### config.mk
export PLATFORM = sky130hd
export DESIGN_NAME = sss_top
export DESIGN_NICKNAME = d
export VERILOG_FILES = /design/src/hdl/sss_pkg.sv /design/src/hdl/sss_sync.sv /design/src/hdl/sss_hyst.sv /design/src/hdl/sss_top.sv
export VERILOG_INCLUDE_DIRS = /design/src /design/src/hdl
export SDC_FILE = /design/constraint.sdc
export NUM_CORES = 1
export LEC_CHECK = 0
export BUFFER_PORTS_ARGS = -buffer_cell sky130_fd_sc_hd__buf_2
export CAP_MARGIN = 15
export CORE_MARGIN = 2
export CORE_UTILIZATION = 48
export CTS_CLUSTER_DIAMETER = 80
export CTS_CLUSTER_SIZE = 14
export DETAILED_ROUTE_END_ITERATION = 7
export GPL_ROUTABILITY_DRIVEN = 0
export PLACE_DENSITY = 0.68
export SYNTH_ARGS = -nofsm -noshare
export SYNTH_HDL_FRONTEND = slang
export SYNTH_SLANG_ARGS = --single-unit
export TNS_END_PERCENT = 20
### constraint.sdc
create_clock -name clk -period 11.46 [get_ports clk]
set_clock_uncertainty 0.2 [all_clocks]
set_input_delay 2.292 -clock clk [delete_from_list [all_inputs] [get_ports clk]]
set_output_delay 2.292 -clock clk [all_outputs]
set_load 0.05 [all_outputs]
### src/hdl/sss_regs.svh
// register offsets, reset values and timing constants of the speed status block
`ifndef SSS_REGS_SVH
`define SSS_REGS_SVH
`define SSS_ADDR_ZSP_THR   8'h00
`define SSS_ADDR_AT_THR    8'h04
`define SSS_ADDR_UV_SEL    8'h08
`define SSS_ADDR_OT_SEL    8'h0C
`define SSS_ADDR_PO_SEL    8'h10
`define SSS_ADDR_PO_TIME   8'h14
`define SSS_ADDR_ES_TORQUE 8'h18
`define SSS_ADDR_STATUS    8'h1C
`define SSS_ADDR_MASK      8'h20
`define SSS_ADDR_STATE     8'h24
`define SSS_RST_THR        16'h0032
`define SSS_RST_UV_SEL     1'h1
`define SSS_RST_OT_SEL     2'h0
`define SSS_RST_PO_SEL     4'h0
`define SSS_RST_PO_TIME    16'h0014
`define SSS_RST_ES_TORQUE  10'h0064
`define SSS_THR_MIN        16'h000A
`define SSS_THR_MAX        16'h4E20
`define SSS_HYST           16'h000A
`define SSS_OT_MAX         2'h2
`define SSS_PO_MAX         4'h9
`define SSS_PO_EST_BASE    4'h8
`define SSS_PO_HOLD_LO     4'h4
`define SSS_ST_UV          0
`define SSS_ST_OT          1
`define SSS_ST_PO          2
`define SSS_ST_W           3
`define SSS_CLK_PERIOD_NS  8
`define SSS_MS_NS          1000000
`define SSS_RESP_OKAY      2'h0
`define SSS_RESP_SLVERR    2'h2
`endif

### src/hdl/sss_pkg.sv
// types shared by the speed status and stop sequence block
package sss_pkg;
	typedef enum logic [1:0] {STOP_RUN, STOP_DECEL, STOP_STALLED} sss_stop_e;
	typedef enum logic [1:0] {CAUSE_NONE, CAUSE_OT, CAUSE_PO} sss_cause_e;
	typedef enum logic [2:0] {ACT_NONE, ACT_DB, ACT_FREE, ACT_ZT, ACT_ESTOP} sss_act_e;
endpackage : sss_pkg

### src/hdl/sss_sync.sv
// three-stage synchroniser for the pin inputs, change taken when stages two and three agree
`timescale 1ns/10ps
`include "sss_regs.svh"
module sss_sync (
	input  wire logic       clk,
	input  wire logic       srst,
	input  wire logic [2:0] pinIn,
	output logic      [2:0] pinOut
);
	logic [2:0] stage1;
	logic [2:0] stage2;
	logic [2:0] stage3;
	logic [2:0] next_pinOut;

	// output only moves once the two late stages agree
	always_comb begin
		next_pinOut = pinOut;
		for (int i = 0; i < 3; i++) begin
			if (stage2[i] == stage3[i]) begin
				next_pinOut[i] = stage3[i];
			end
		end
	end

	// stage1 is read by stage2 alone
	always_ff @(posedge clk) begin
		if (srst) begin
			stage1 <= 3'h0;
			stage2 <= 3'h0;
			stage3 <= 3'h0;
			pinOut <= 3'h0;
		end else begin
			stage1 <= pinIn;
			stage2 <= stage1;
			stage3 <= stage2;
			pinOut <= next_pinOut;
		end
	end

	AST_SYNC_AGREE: assert property (@(posedge clk) disable iff (srst)
		(stage2 == stage3) |=> (pinOut == $past(stage3)))
		else $error("synchroniser output missed agreed level");
endmodule : sss_sync

### src/hdl/sss_hyst.sv
// speed threshold comparator with a hysteresis band on either side of the threshold
`timescale 1ns/10ps
`include "sss_regs.svh"
module sss_hyst (
	input  wire logic        clk,
	input  wire logic        srst,
	input  wire logic [15:0] speedMag,
	input  wire logic [15:0] threshold,
	input  wire logic        activeBelow,
	output logic             detectOut
);
	logic        onCond;
	logic        offCond;
	logic        next_detectOut;
	logic [15:0] lowEdge;
	logic [15:0] highEdge;

	// threshold never drops under the band width, so no wrap below
	always_comb begin
		lowEdge        = threshold - `SSS_HYST;
		highEdge       = threshold + `SSS_HYST;
		onCond         = activeBelow ? (speedMag < lowEdge) : (speedMag > highEdge);
		offCond        = activeBelow ? (speedMag > highEdge) : (speedMag < lowEdge);
		next_detectOut = detectOut;
		if (onCond) begin
			next_detectOut = 1'b1;
		end else if (offCond) begin
			next_detectOut = 1'b0;
		end
	end

	always_ff @(posedge clk) begin
		if (srst) begin
			detectOut <= 1'b0;
		end else begin
			detectOut <= next_detectOut;
		end
	end

	AST_HYST_ON: assert property (@(posedge clk) disable iff (srst)
		onCond |=> detectOut)
		else $error("detector did not switch on past the band");
	AST_HYST_OFF: assert property (@(posedge clk) disable iff (srst)
		offCond |=> !detectOut)
		else $error("detector did not switch off past the band");
	AST_HYST_HOLD: assert property (@(posedge clk) disable iff (srst)
		(!onCond && !offCond) |=> $stable(detectOut))
		else $error("detector moved inside the band");
endmodule : sss_hyst

### src/hdl/sss_top.sv
// speed status outputs, stop sequence selection and register slave of the servo block
`timescale 1ns/10ps
`include "sss_regs.svh"
module sss_top import sss_pkg::*; #(
	parameter int MS_CYCLES = `SSS_MS_NS / `SSS_CLK_PERIOD_NS
) (
	input  wire logic        clk,
	input  wire logic        srst,
	input  wire logic [15:0] motorSpeed,
	input  wire logic [15:0] commandSpeed,
	input  wire logic        cw_travel_inhibit_in,
	input  wire logic        ccw_travel_inhibit_in,
	input  wire logic        mainPowerOkIn,
	input  wire logic        powerUpStrobe,
	output logic             zero_speed_out,
	output logic             speed_coincidence_out,
	output logic             at_speed_out,
	output logic             torque_limited_out,
	output logic       [9:0] torqueLimitOut,
	output logic             dynamic_brake,
	output logic             freeRunOut,
	output logic             zeroTorqueCwOut,
	output logic             zeroTorqueCcwOut,
	output logic             emergencyStopOut,
	output logic             clearDeviationOut,
	output logic             main_undervoltage_error,
	output logic             irq,
	input  wire logic  [7:0] s_axi_awaddr,
	input  wire logic        s_axi_awvalid,
	output logic             s_axi_awready,
	input  wire logic [31:0] s_axi_wdata,
	input  wire logic  [3:0] s_axi_wstrb,
	input  wire logic        s_axi_wvalid,
	output logic             s_axi_wready,
	output logic       [1:0] s_axi_bresp,
	output logic             s_axi_bvalid,
	input  wire logic        s_axi_bready,
	input  wire logic  [7:0] s_axi_araddr,
	input  wire logic        s_axi_arvalid,
	output logic             s_axi_arready,
	output logic      [31:0] s_axi_rdata,
	output logic       [1:0] s_axi_rresp,
	output logic             s_axi_rvalid,
	input  wire logic        s_axi_rready
);
	// register file and bus state
	logic [15:0] zero_speed_threshold, next_zero_speed_threshold;
	logic [15:0] at_speed_threshold, next_at_speed_threshold;
	logic        undervoltage_trip_select, next_undervoltage_trip_select;
	logic  [1:0] otPending, next_otPending;
	logic  [1:0] overtravel_sequence_select, next_overtravel_sequence_select;
	logic  [3:0] power_off_sequence_select, next_power_off_sequence_select;
	logic [15:0] power_off_detect_time, next_power_off_detect_time;
	logic  [9:0] emergency_stop_torque, next_emergency_stop_torque;
	logic [`SSS_ST_W-1:0] status, next_status, mask, next_mask, events;
	logic        awHeld, next_awHeld, wHeld, next_wHeld;
	logic  [7:0] awAddr, next_awAddr;
	logic [31:0] wData, next_wData, next_rdata;
	logic  [3:0] wStrb, next_wStrb;
	logic        next_awready, next_wready, next_arready, next_bvalid, next_rvalid;
	logic  [1:0] next_bresp, next_rresp;
	logic        next_irq;
	// stop sequence and power-off timing state
	sss_stop_e   stopState, next_stopState;
	sss_cause_e  stopCause, next_stopCause;
	sss_act_e    act;
	logic [16:0] msCnt, next_msCnt;
	logic [15:0] offMs, next_offMs;
	logic        otPrev, next_otPrev, poPrev, next_poPrev;
	logic        next_uvError, poDetected, otAny, clearSel;
	logic        cwInh, ccwInh, powerOk;
	logic [15:0] speedMag, diffMag;

	// magnitude of a signed 16-bit speed, saturating at the top
	function automatic logic [15:0] magOf(input logic [16:0] v);
		logic [16:0] a;
		a = v[16] ? (17'h0_0000 - v) : v;
		return a[16] ? 16'hFFFF : a[15:0];
	endfunction : magOf

	// byte-lane merge of a write into a stored word
	function automatic logic [31:0] merge(input logic [31:0] old, input logic [31:0] d,
			input logic [3:0] strb);
		logic [31:0] r;
		r = old;
		for (int i = 0; i < 4; i++) begin
			if (strb[i]) begin
				r[i*8 +: 8] = d[i*8 +: 8];
			end
		end
		return r;
	endfunction : merge

	// threshold writes are held inside the legal speed range
	function automatic logic [15:0] clampThr(input logic [15:0] v);
		if (v < `SSS_THR_MIN) begin
			return `SSS_THR_MIN;
		end
		return (v > `SSS_THR_MAX) ? `SSS_THR_MAX : v;
	endfunction : clampThr

	// power-off table: values 8 and 9 use emergency stop until the stall, bits pick free-run per phase
	function automatic sss_act_e poAction(input logic [3:0] sel, input logic stalled);
		if (!stalled && sel >= `SSS_PO_EST_BASE) begin
			return ACT_ESTOP;
		end
		if (sel >= `SSS_PO_EST_BASE) begin
			return sel[0] ? ACT_FREE : ACT_DB;
		end
		return (stalled ? sel[1] : sel[0]) ? ACT_FREE : ACT_DB;
	endfunction : poAction

	sss_sync u_sync (
		.clk    (clk),
		.srst   (srst),
		.pinIn  ({mainPowerOkIn, ccw_travel_inhibit_in, cw_travel_inhibit_in}),
		.pinOut ({powerOk, ccwInh, cwInh})
	);

	// signed speeds reduced to magnitudes so direction does not matter
	assign speedMag = magOf({motorSpeed[15], motorSpeed});
	assign diffMag  = magOf({commandSpeed[15], commandSpeed} - {motorSpeed[15], motorSpeed});

	sss_hyst u_zero (
		.clk         (clk),
		.srst        (srst),
		.speedMag    (speedMag),
		.threshold   (zero_speed_threshold),
		.activeBelow (1'b1),
		.detectOut   (zero_speed_out)
	);
	sss_hyst u_at_speed_out (
		.clk         (clk),
		.srst        (srst),
		.speedMag    (diffMag),
		.threshold   (zero_speed_threshold),
		.activeBelow (1'b1),
		.detectOut   (speed_coincidence_out)
	);
	sss_hyst u_at (
		.clk         (clk),
		.srst        (srst),
		.speedMag    (speedMag),
		.threshold   (at_speed_threshold),
		.activeBelow (1'b0),
		.detectOut   (at_speed_out)
	);

	// power-off timer in whole milliseconds; restarts each time main power returns
	always_comb begin
		next_msCnt = msCnt + 17'h0_0001;
		next_offMs = offMs;
		if (powerOk) begin
			next_msCnt = 17'h0_0000;
			next_offMs = 16'h0000;
		end else if (msCnt == 17'(MS_CYCLES - 1)) begin
			next_msCnt = 17'h0_0000;
			next_offMs = (offMs == 16'hFFFF) ? offMs : offMs + 16'h0001;
		end
		poDetected   = !powerOk && (offMs >= power_off_detect_time);
		otAny        = cwInh || ccwInh;
		next_uvError = main_undervoltage_error || (poDetected && undervoltage_trip_select);
		next_otPrev  = otAny;
		next_poPrev  = poDetected;
		events       = '0;
		events[`SSS_ST_UV] = next_uvError && !main_undervoltage_error;
		events[`SSS_ST_OT] = otAny && !otPrev;
		events[`SSS_ST_PO] = poDetected && !poPrev;
	end

	// stop phase: deceleration until the zero-speed detector reports a stall
	always_comb begin
		next_stopCause = poDetected ? CAUSE_PO : (otAny ? CAUSE_OT : CAUSE_NONE);
		next_stopState = stopState;
		if (next_stopCause == CAUSE_NONE) begin
			next_stopState = STOP_RUN;
		end else if (stopState == STOP_RUN || next_stopCause != stopCause) begin
			next_stopState = STOP_DECEL;
		end else if (zero_speed_out) begin
			next_stopState = STOP_STALLED;
		end
	end

	// action for the current phase; power-off outranks over-travel
	always_comb begin
		act      = ACT_NONE;
		clearSel = 1'b0;
		unique case (stopCause)
			CAUSE_NONE: begin
				act = ACT_NONE;
			end
			CAUSE_OT: begin
				clearSel = (overtravel_sequence_select == `SSS_OT_MAX);
				if (stopState == STOP_STALLED || overtravel_sequence_select == 2'h1) begin
					act = ACT_ZT;
				end else if (overtravel_sequence_select == `SSS_OT_MAX) begin
					act = ACT_ESTOP;
				end else begin
					act = ACT_DB;
				end
			end
			CAUSE_PO: begin
				act      = poAction(power_off_sequence_select, stopState == STOP_STALLED);
				clearSel = (power_off_sequence_select < `SSS_PO_HOLD_LO) ||
					(power_off_sequence_select >= `SSS_PO_EST_BASE);
			end
			default: begin
				act = ACT_NONE;
			end
		endcase
		if (stopState == STOP_RUN) begin
			act = ACT_NONE;
		end
	end

	// bus slave: address and data taken in either order, one write and one read at a time
	always_comb begin
		next_awHeld = awHeld;
		next_awAddr = awAddr;
		next_wHeld  = wHeld;
		next_wData  = wData;
		next_wStrb  = wStrb;
		next_bvalid = s_axi_bvalid && !s_axi_bready;
		next_bresp  = s_axi_bresp;
		next_rvalid = s_axi_rvalid && !s_axi_rready;
		next_rresp  = s_axi_rresp;
		next_rdata  = s_axi_rdata;
		next_zero_speed_threshold       = zero_speed_threshold;
		next_at_speed_threshold         = at_speed_threshold;
		next_undervoltage_trip_select   = undervoltage_trip_select;
		next_otPending                  = otPending;
		next_power_off_sequence_select  = power_off_sequence_select;
		next_power_off_detect_time      = power_off_detect_time;
		next_emergency_stop_torque      = emergency_stop_torque;
		next_mask                       = mask;
		next_status                     = status;
		if (s_axi_awvalid && s_axi_awready) begin
			next_awHeld = 1'b1;
			next_awAddr = s_axi_awaddr;
		end
		if (s_axi_wvalid && s_axi_wready) begin
			next_wHeld = 1'b1;
			next_wData = s_axi_wdata;
			next_wStrb = s_axi_wstrb;
		end
		if (awHeld && wHeld && !s_axi_bvalid) begin
			next_awHeld = 1'b0;
			next_wHeld  = 1'b0;
			next_bvalid = 1'b1;
			next_bresp  = `SSS_RESP_OKAY;
			unique case (awAddr)
				`SSS_ADDR_ZSP_THR: next_zero_speed_threshold =
					clampThr(16'(merge(32'(zero_speed_threshold), wData, wStrb)));
				`SSS_ADDR_AT_THR: next_at_speed_threshold =
					clampThr(16'(merge(32'(at_speed_threshold), wData, wStrb)));
				`SSS_ADDR_UV_SEL: next_undervoltage_trip_select =
					1'(merge(32'(undervoltage_trip_select), wData, wStrb));
				`SSS_ADDR_OT_SEL: next_otPending = (2'(merge(32'(otPending), wData, wStrb)) >
					`SSS_OT_MAX) ? `SSS_OT_MAX : 2'(merge(32'(otPending), wData, wStrb));
				`SSS_ADDR_PO_SEL: next_power_off_sequence_select =
					(4'(merge(32'(power_off_sequence_select), wData, wStrb)) > `SSS_PO_MAX) ?
					`SSS_PO_MAX : 4'(merge(32'(power_off_sequence_select), wData, wStrb));
				`SSS_ADDR_PO_TIME: next_power_off_detect_time =
					16'(merge(32'(power_off_detect_time), wData, wStrb));
				`SSS_ADDR_ES_TORQUE: next_emergency_stop_torque =
					10'(merge(32'(emergency_stop_torque), wData, wStrb));
				`SSS_ADDR_MASK: next_mask =
					`SSS_ST_W'(merge(32'(mask), wData, wStrb));
				`SSS_ADDR_STATUS, `SSS_ADDR_STATE: next_bresp = `SSS_RESP_OKAY;
				default: next_bresp = `SSS_RESP_SLVERR;
			endcase
		end
		if (s_axi_arvalid && s_axi_arready) begin
			next_rvalid = 1'b1;
			next_rresp  = `SSS_RESP_OKAY;
			unique case (s_axi_araddr)
				`SSS_ADDR_ZSP_THR:   next_rdata = 32'(zero_speed_threshold);
				`SSS_ADDR_AT_THR:    next_rdata = 32'(at_speed_threshold);
				`SSS_ADDR_UV_SEL:    next_rdata = 32'(undervoltage_trip_select);
				`SSS_ADDR_OT_SEL:    next_rdata = 32'({overtravel_sequence_select, 2'h0, otPending});
				`SSS_ADDR_PO_SEL:    next_rdata = 32'(power_off_sequence_select);
				`SSS_ADDR_PO_TIME:   next_rdata = 32'(power_off_detect_time);
				`SSS_ADDR_ES_TORQUE: next_rdata = 32'(emergency_stop_torque);
				`SSS_ADDR_MASK:      next_rdata = 32'(mask);
				`SSS_ADDR_STATUS: begin
					next_rdata  = 32'(status);
					next_status = '0;
				end
				`SSS_ADDR_STATE: next_rdata = 32'({stopCause, stopState, main_undervoltage_error,
					powerOk, ccwInh, cwInh, at_speed_out, speed_coincidence_out, zero_speed_out});
				default: begin
					next_rdata = 32'h0000_0000;
					next_rresp = `SSS_RESP_SLVERR;
				end
			endcase
		end
		// a new event in the clearing read cycle still lands
		next_status  = next_status | events;
		next_awready = !next_awHeld && !next_bvalid;
		next_wready  = !next_wHeld && !next_bvalid;
		next_arready = !next_rvalid;
		next_irq     = |(next_status & next_mask);
		// pending value copied only when control power comes up again
		next_overtravel_sequence_select = powerUpStrobe ? next_otPending :
			overtravel_sequence_select;
	end

	// all state registered here; outputs are direct flops
	always_ff @(posedge clk) begin
		if (srst) begin
			zero_speed_threshold       <= `SSS_RST_THR;
			at_speed_threshold         <= `SSS_RST_THR;
			undervoltage_trip_select   <= `SSS_RST_UV_SEL;
			otPending                  <= `SSS_RST_OT_SEL;
			overtravel_sequence_select <= `SSS_RST_OT_SEL;
			power_off_sequence_select  <= `SSS_RST_PO_SEL;
			power_off_detect_time      <= `SSS_RST_PO_TIME;
			emergency_stop_torque      <= `SSS_RST_ES_TORQUE;
			status <= '0;
			mask   <= '0;
			awHeld <= 1'b0;
			awAddr <= 8'h00;
			wHeld  <= 1'b0;
			wData  <= 32'h0000_0000;
			wStrb  <= 4'h0;
			s_axi_awready <= 1'b0;
			s_axi_wready  <= 1'b0;
			s_axi_arready <= 1'b0;
			s_axi_bvalid  <= 1'b0;
			s_axi_bresp   <= `SSS_RESP_OKAY;
			s_axi_rvalid  <= 1'b0;
			s_axi_rresp   <= `SSS_RESP_OKAY;
			s_axi_rdata   <= 32'h0000_0000;
			irq        <= 1'b0;
			stopState  <= STOP_RUN;
			stopCause  <= CAUSE_NONE;
			msCnt      <= 17'h0_0000;
			offMs      <= 16'h0000;
			otPrev     <= 1'b0;
			poPrev     <= 1'b0;
			main_undervoltage_error <= 1'b0;
			dynamic_brake      <= 1'b0;
			freeRunOut         <= 1'b0;
			zeroTorqueCwOut    <= 1'b0;
			zeroTorqueCcwOut   <= 1'b0;
			emergencyStopOut   <= 1'b0;
			torque_limited_out <= 1'b0;
			torqueLimitOut     <= 10'h000;
			clearDeviationOut  <= 1'b0;
		end else begin
			zero_speed_threshold       <= next_zero_speed_threshold;
			at_speed_threshold         <= next_at_speed_threshold;
			undervoltage_trip_select   <= next_undervoltage_trip_select;
			otPending                  <= next_otPending;
			overtravel_sequence_select <= next_overtravel_sequence_select;
			power_off_sequence_select  <= next_power_off_sequence_select;
			power_off_detect_time      <= next_power_off_detect_time;
			emergency_stop_torque      <= next_emergency_stop_torque;
			status <= next_status;
			mask   <= next_mask;
			awHeld <= next_awHeld;
			awAddr <= next_awAddr;
			wHeld  <= next_wHeld;
			wData  <= next_wData;
			wStrb  <= next_wStrb;
			s_axi_awready <= next_awready;
			s_axi_wready  <= next_wready;
			s_axi_arready <= next_arready;
			s_axi_bvalid  <= next_bvalid;
			s_axi_bresp   <= next_bresp;
			s_axi_rvalid  <= next_rvalid;
			s_axi_rresp   <= next_rresp;
			s_axi_rdata   <= next_rdata;
			irq        <= next_irq;
			stopState  <= next_stopState;
			stopCause  <= next_stopCause;
			msCnt      <= next_msCnt;
			offMs      <= next_offMs;
			otPrev     <= next_otPrev;
			poPrev     <= next_poPrev;
			main_undervoltage_error <= next_uvError;
			dynamic_brake      <= (act == ACT_DB);
			freeRunOut         <= (act == ACT_FREE);
			zeroTorqueCwOut    <= (act == ACT_ZT) && cwInh;
			zeroTorqueCcwOut   <= (act == ACT_ZT) && ccwInh;
			emergencyStopOut   <= (act == ACT_ESTOP);
			torque_limited_out <= (act == ACT_ESTOP);
			torqueLimitOut     <= (act == ACT_ESTOP) ? emergency_stop_torque : 10'h000;
			clearDeviationOut  <= clearSel && (stopState != STOP_RUN);
		end
	end

	AST_UV_SELECT: assert property (@(posedge clk) disable iff (srst)
		$rose(main_undervoltage_error) |-> $past(undervoltage_trip_select) && $past(poDetected))
		else $error("undervoltage error raised while not selected");
	AST_OT_BRAKE: assert property (@(posedge clk) disable iff (srst)
		(stopCause == CAUSE_OT && stopState == STOP_DECEL && overtravel_sequence_select == 2'h0)
		|=> dynamic_brake && !emergencyStopOut)
		else $error("over-travel value 0 did not brake");
	AST_OT_ESTOP_CLEAR: assert property (@(posedge clk) disable iff (srst)
		(stopCause == CAUSE_OT && stopState == STOP_DECEL && overtravel_sequence_select == 2'h2)
		|=> emergencyStopOut && clearDeviationOut)
		else $error("over-travel value 2 did not stop and clear");
	AST_PO_FREE_RUN: assert property (@(posedge clk) disable iff (srst)
		(stopCause == CAUSE_PO && stopState == STOP_STALLED && power_off_sequence_select == 4'h7)
		|=> freeRunOut && !clearDeviationOut)
		else $error("power-off value 7 wrong after stall");
	AST_PO_ZERO_ONE: assert property (@(posedge clk) disable iff (srst)
		(stopCause == CAUSE_PO && stopState == STOP_DECEL && power_off_sequence_select == 4'h1)
		|=> freeRunOut && clearDeviationOut)
		else $error("power-off value 1 wrong during deceleration");
	AST_OT_AT_POWERUP: assert property (@(posedge clk) disable iff (srst)
		!powerUpStrobe |=> $stable(overtravel_sequence_select))
		else $error("over-travel setting changed without power-up");
	AST_ESTOP_TORQUE: assert property (@(posedge clk) disable iff (srst)
		emergencyStopOut |-> torque_limited_out && (torqueLimitOut == $past(emergency_stop_torque)))
		else $error("emergency stop torque not limited");
	AST_IRQ_LEVEL: assert property (@(posedge clk) disable iff (srst)
		irq == |(status & mask))
		else $error("interrupt disagrees with status and mask");
	AST_BVALID_HOLD: assert property (@(posedge clk) disable iff (srst)
		(s_axi_bvalid && !s_axi_bready) |=> s_axi_bvalid && $stable(s_axi_bresp))
		else $error("write response dropped before ready");
endmodule : sss_top

==> results by group, run 1 <==
Clock tree
  – Number of gates resized after cts: 0
  – Inserted Clock Buffers: 17
  – H-Tree Depth: 4
  – Hold buffer count at cts: 0
  – Clock Latency Late Sink: about 450 ps
  – Clock transition at path regs: 80 ps
  – CTS tree: built
  – Root Buffer: clkbuf_16
  – Setup bufs post-CTS: 0
  – Max Root-Sink Buffers: 2
  – CTS Sinks: 195

Routing
  – WL final: 37300 um
  – Via/cell ratio: 5.85
  – 1st-pass router iterations: 6
  – DR iter-0 viols: 1075
  – # DRC: 0
  – Final antenna-violating net count: 0
  – Vias: 12100
  – Routed len/inst: 18.1 um

Critical path
  – CP cell instances: buf_2 > ha_1 > fa_1 > nand2b_1 > a21oi_1 > nor2_1 > xor2_1 > nand4_1 > or4_4 > or4_4 > or4b_4 > o211ai_1 > ha_1 > a21o_1 > a21o_1 > a21o_1 > a21o_1 > a2111oi_0 > o31a_1 > o21ai_0 > a31oi_1
  – Most used cell, CP: a21o_1
  – Endpoint type of the worst setup path: flip-flop
  – CP max-delay cell: or4b_4
  – Reg2reg start: zero_speed_threshold[1]
  – Worst path arrival time: 7970 ps
  – Startpoint Class: input pin
  – Worst R2R Setup Slack: 7870 ps
  – CP max FO: 14
  – Reg2Reg Depth: 13
  – Worst reg2reg endpoint: u_zero.detectOut
  – Worst endpoint required time: 11640 ps
  – Slowest stage delay, CP: 600 ps
  – Setup CP Type: in2reg

Die
  – Die Area: approximately 29000 sq um
  – Starting Density: 48.9%
  – IO Count: 158
  – Chip width: 169 um
  – Rows: 60
  – Core area: about 27000 sq um
  – Die height: ~170 um

Worst hold path
  – WHS Endpoint: u_sync.stage2[1]
  – WHS Path Cells: 1
  – Min-delay src: u_sync.stage1[1]
  – Min-delay worst type: reg2reg

Yosys
  – Prevailing post-synth register cell: dfxtp_1
  – FF+latch count, synth: between 150 and 200
  – Register area share after synthesis: 29.7%
  – Post-synth EDFFs: 0
  – Ys async rst share: 0%
  – Post-Syn Instances: 1641
  – Synth top area cells: dfxtp_1 (30%), ha_1 (13%), nor2_1 (5.2%)
  – Post-Synthesis Cell Area: 13100 sq um
  – Yosys cell types: 73
  – Total number of yosys warnings: 0
  – Top cell type's share of synthesized area: 29.7%
  – Yosys top cell by area: dfxtp_1
  – Syn_area_per_cell: roughly 8.0 sq um

Timing
  – Fin crit period: roughly 8000 ps
  – Fmax: ~130 MHz
  – RSZ-0062 raised after global routing: false
  – Setup TNS: 0 ps
  – Measured slew at the worst slew-check pin: 1220 ps
  – Final setup fails: 0
  – Headroom to the max-slew limit: 18.2%
  – Hold Violations, Final: 0
  – Final period util: 68.0%
  – Final Max Slew Viols: 0

Pwr
  – Peak supply drop: between 0.08 and 0.09 mV
  – Lkg Pwr: 5.97 nW
  – Cell Pwr Density: between 100 and 150 nW/um^2

Placed design
  – Port bufs: roughly 120
  – Final HPWL from detailed placement: ~28000 um
  – Placed cell count: 2027

Layout
  – Area Growth Syn to Fin: 9.98%
  – ANT cells: 0
  – Most frequent cells in the layout: dfxtp_1 (195), nor2_1 (182), nand2_1 (174)
  – Net count, final: slightly below 2000
  – Ratio of cells with drive above 1 in the final layout: 10.5%
  – Final non-filler cell total: 2060
  – Fillcell total: 2601
  – Most common cell after layout, fill and taps aside: dfxtp_1

Status
  – Outcome: completed

Global route
  – GRT overflow: 0
  – Largest net degree at the start of global routing: 86
  – Initial antenna violation count: 0
  – Number of global-route vias before repair: 11300
  – First-pass GRT wire length: approximately 59000 um
  – Gr usage total: 25.8%

Job
  – Max_cap viols: 0
-- synthesized netlist by cell type (19+ instances only) --
cell type	number
and2_1	24
inv_1	66
xor2_1	58
clkbuf_1	70
buf_4	19
and3_1	21
nand2b_1	24
xnor2_1	60
nand3_1	42
dfxtp_1	195
mux2i_1	41
nor3_1	38
nand4_1	27
a21o_1	44
nand2_1	174
a21oi_1	119
nor2b_1	27
nor2_1	182
o21ai_0	56
a22oi_1	32
ha_1	134
-- registers in the layout (all words and copies together) (netlist names), 3 cells and up --
name	count
msCnt	17
at_speed_threshold	16
offMs	16
power_off_detect_time	16
s_axi_rdata	16
wData	16
zero_speed_threshold	16
emergency_stop_torque	10
torqueLimitOut	10
awAddr	8
power_off_sequence_select	4
mask	3
status	3
u_sync.pinOut	3
u_sync.stage1	3
u_sync.stage2	3
u_sync.stage3	3
-- cells by family (layout without fill, tap and decap cells) --
family / after synthesis / in the layout / synth area share [%]
buffers and inverters: 164 / 225 / 5.30
DFF: 195 / 195 / 29.7
and+or+nand+nor: 622 / 622 / 22.8
muxes: 41 / 41 / 3.13
xor gates and xnor gates: 119 / 119 / 7.99
AOI/OAI and AO/OA: 364 / 364 / 18.2
adders and majority gates: 135 / 135 / 12.9
other: 1 / 18 / 0.0286
-- per-layer routing --
metal | part of all wire, % | track usage [%] | up-vias
li1 | - | - | 5916
met4 | 2.4 | 7.84 | 0
met5 | 0 | 0 | -
met1 | 45 | 35.5 | 5618
met2 | 44 | 41.0 | 440
met3 | 8.2 | 5.01 | 77
-- where the power goes --
part	switching, mW	internal [mW]	leakage, nW
clock network	0.300	0.317	0.299
logic	0.212	0.138	4.09
registers	0.0194	0.688	1.58
-- metrics by stage --
stage	util [%]	total power [mW]	setup WS (ps)	hold slack [ps]	area, sq um
after floorplan	-	0.980	4080	214	13200
after global placement	51.4	1.06	3360	220	13800
after detailed placement	51.4	1.07	3310	242	13800
after CTS	53.7	1.68	3730	248	14400
after global routing	53.7	1.76	3220	262	14400
final	53.7	1.68	3670	243	14400
-- critical path, delay by kind of cell --
family,cells,cell delay [ps]
buffers and inverters,1,140
adder cells (fa/ha/maj),3,870
XOR/XNOR,1,300
AO/OA/AOI/OAI,10,2210
AND/OR/NAND/NOR,6,2140
-- worst max path at each step --
stage                                from                       end  slack [ps]  depth (start not counted)
after global routing        motorSpeed[0]  u_at_speed_out.detectOut        3220                         21
final                       motorSpeed[0]  u_at_speed_out.detectOut        3670                         21
after CTS                   motorSpeed[0]  u_at_speed_out.detectOut        3730                         21
after global placement      motorSpeed[0]  u_at_speed_out.detectOut        3360                         21
after floorplan           commandSpeed[0]  u_at_speed_out.detectOut        4080                         21
after detailed placement    motorSpeed[0]  u_at_speed_out.detectOut        3310                         21
-- final cells by class --
class,instances,area (sq um),area share [%]
multi-input cells,1299,8600,59.6
flip-flops and latches,195,3900,27.0
repair buffers,127,651,4.51
clock buffers,18,429,2.97
well taps,341,427,2.95
inverters,66,248,1.72
clock inverters,14,181,1.26
Power figures use the tool's default switching activity.
==> inputs of run 2 (changes only) <==
--- a/config.mk
+++ b/config.mk
@@ -14,7 +14,7 @@
 export CTS_CLUSTER_SIZE = 14
 export DETAILED_ROUTE_END_ITERATION = 7
 export GPL_ROUTABILITY_DRIVEN = 0
-export PLACE_DENSITY = 0.68
+export PLACE_DENSITY = 0.7
 export SYNTH_ARGS = -nofsm -noshare
 export SYNTH_HDL_FRONTEND = slang
 export SYNTH_SLANG_ARGS = --single-unit
==> constraint.sdc (replaced) <==
create_clock -name clk -period 6.8 [get_ports clk]
set_clock_uncertainty 0.2 [all_clocks]
set_input_delay 1.36 -clock clk [delete_from_list [all_inputs] [get_ports clk]]
set_output_delay 1.36 -clock clk [all_outputs]
set_load 0.05 [all_outputs]
==> run 2 against run 1 <==
Wire length about the same. Global-route usage increased by 0.22 points. Clock power increased by 69%. Non-clock buffer count increased by 17. Core utilization increased by 0.51 points. Critical path depth unchanged. Cell count increased by 0.78%. Sequential share of layout area decreased by 0.26 points. Critical path type unchanged. Largest power group unchanged.
==> results by group, run 2 (synthesized netlist as in run 1, its figures left out) <==
Critical path
  – Worst Setup SP: motorSpeed[1]
  – Worst endpoint required time: 6980 ps (-4660 ps)
  – Setup CP Type: in2reg
  – Endpoint type of the worst setup path: flip-flop
  – Worst path arrival time: 6510 ps (-1460 ps)
  – CP max FO: 4 (-10)
  – Reg2reg start: zero_speed_threshold[1]
  – Startpoint Class: input pin
  – Worst R2R Setup Slack: 3290 ps (-4580 ps)

Routing
  – Via/cell ratio: 5.87 (+0.30%)
  – # DRC: 0 (unchanged)
  – Vias: 12200 (+1.1%)
  – Final antenna-violating net count: 0 (unchanged)
  – Routed len/inst: 18.0 um (-0.83%)
  – 1st-pass router iterations: 5 (-1)
  – DR iter-0 viols: 1050 (-2.3%)
  – WL final: 37300 um (about the same)

Layout
  – Final non-filler cell total: 2076 (+0.78%)
  – Area Growth Syn to Fin: 11.0%
  – Largest register by flop count: msCnt
  – Net count, final: 1953 (+0.88%)
  – Most common cell after layout, fill and taps aside: dfxtp_1
  – Fin util: 54.2% (+0.51 points)
  – Ratio of cells with drive above 1 in the final layout: 11.5% (+0.94 points)
  – ANT cells: 0 (unchanged)
  – Number of flip-flops in the largest register: 17 (unchanged)
  – Most frequent cells in the layout: dfxtp_1 (195), nor2_1 (182), nand2_1 (174)

Timing
  – Measured slew at the worst slew-check pin: 1270 ps (+50.2 ps)
  – Fin crit period: approximately 6300 ps
  – Final Max Slew Viols: 0 (unchanged)
  – Final setup fails: 0 (unchanged)
  – Fmax: ~160 MHz
  – RSZ-0062 raised after global routing: false
  – Headroom to the max-slew limit: 14.8% (-3.4 points)
  – Hold Violations, Final: 0 (unchanged)
  – Setup TNS: 0 ps (unchanged)
  – Hold slack final: 243 ps (-0.606 ps)
  – Final period util: 93.1%

Die
  – Core area: 26900 sq um (unchanged)
  – Die Area: 28700 sq um (unchanged)
  – IO Count: 158 (unchanged)
  – Chip width: 169 um (unchanged)
  – Starting Density: 48.9% (unchanged)
  – Die height: 169 um (unchanged)
  – Rows: 60 (unchanged)

Clock tree
  – Clock Latency Late Sink: 450 ps (about the same)
  – Root Buffer: clkbuf_16
  – Setup bufs post-CTS: 0 (unchanged)
  – Number of gates resized after cts: 0 (unchanged)
  – Hold buffer count at cts: 0 (unchanged)
  – Max Root-Sink Buffers: 2 (unchanged)
  – CTS Sinks: 195 (unchanged)
  – H-Tree Depth: 4 (unchanged)
  – Inserted Clock Buffers: 17 (unchanged)
  – CTS tree: built
  – Clock transition at path regs: 80 ps (about the same)

Pwr
  – Lkg Pwr: 6.04 nW (+1.2%)
  – Final Power: 2.84 mW (+70%)
  – Peak supply drop: 0.153 mV (+89%)
  – Cell Pwr Density: 195 nW/um^2 (+68%)

Placed design
  – Final HPWL from detailed placement: 28600 um (+0.76%)
  – Placed cell count: 2044 (+0.84%)
  – Port bufs: 121 (unchanged)

Status
  – Outcome: completed

Global route
  – Gr usage total: 26.0% (+0.22 points)
  – GRT overflow: 0 (unchanged)
  – First-pass GRT wire length: 59400 um (+0.98%)
  – Initial antenna violation count: 0 (unchanged)
  – Largest net degree at the start of global routing: 91 (+5.8%)
  – Number of global-route vias before repair: 11400 (+0.82%)

Worst hold path
  – Min-delay src: u_sync.stage1[1]
  – Min-delay worst type: reg2reg

Job
  – Max_cap viols: 0 (unchanged)
-- run 2: path summary, 6_finish.rpt --
path,depth (start not counted),to
setup / recovery,21,u_at_speed_out.detectOut
hold / removal,1,u_sync.stage2[1]
setup reg to reg,13,u_zero.detectOut
hold reg to reg,1,u_sync.stage2[1]
-- run 2: power breakdown --
part	internal [mW]	total, mW	switching [mW]
Sequential	1.16	1.19	0.0343
Combinational	0.249	0.611	0.363
Clock	0.531	1.04	0.506
Total	1.94	2.84	0.902
-- run 2: critical path: stages --
cell	delay, ps
buf_2	130
inv_1	70
ha_1	290
nor2b_4	130
o2111a_1	260
or4b_4	550
and2_4	160
xor2_2	140
or4_4	490
or4_4	440
or4b_4	520
o211ai_1	110
ha_1	260
a21o_1	190
a21o_1	170
a21o_1	170
a21o_1	180
a2111oi_0	420
o31a_1	190
o21ai_0	100
a31oi_1	170
-- run 2: per-layer routing --
| metal | wire length, um | part of all wire, % | vias up | GRT usage (%) |
|---|---|---|---|---|
| li1 | - | - | 5943 | - |
| met1 | 16700 | 45 | 5643 | 36.0 |
| met2 | 16500 | 44 | 521 | 42.0 |
| met3 | 3180 | 8.5 | 74 | 3.66 |
| met4 | 903 | 2.4 | 0 | 8.44 |
| met5 | 0 | 0 | - | 0 |
-- run 2: layout make-up --
| class | instances | area (sq um) |
|---|---|---|
| clock buffer | 17 | 425 |
| timing repair buffer | 144 | 781 |
| sequential | 195 | 3900 |
| tap | 341 | 427 |
| clock inverter | 14 | 189 |
| fill | 2569 | 12300 |
| inverter | 66 | 248 |
| multi-input combinational | 1299 | 8610 |
-- run 2: stage by stage --
step / cell area (sq um) / setup WS (ps)
final: 14600 / 471
after global routing: 14600 / 77.5
after CTS: 14600 / 440
after detailed placement: 14000 / 9.87
after global placement: 14000 / 48.9
after floorplan: 13200 / 353
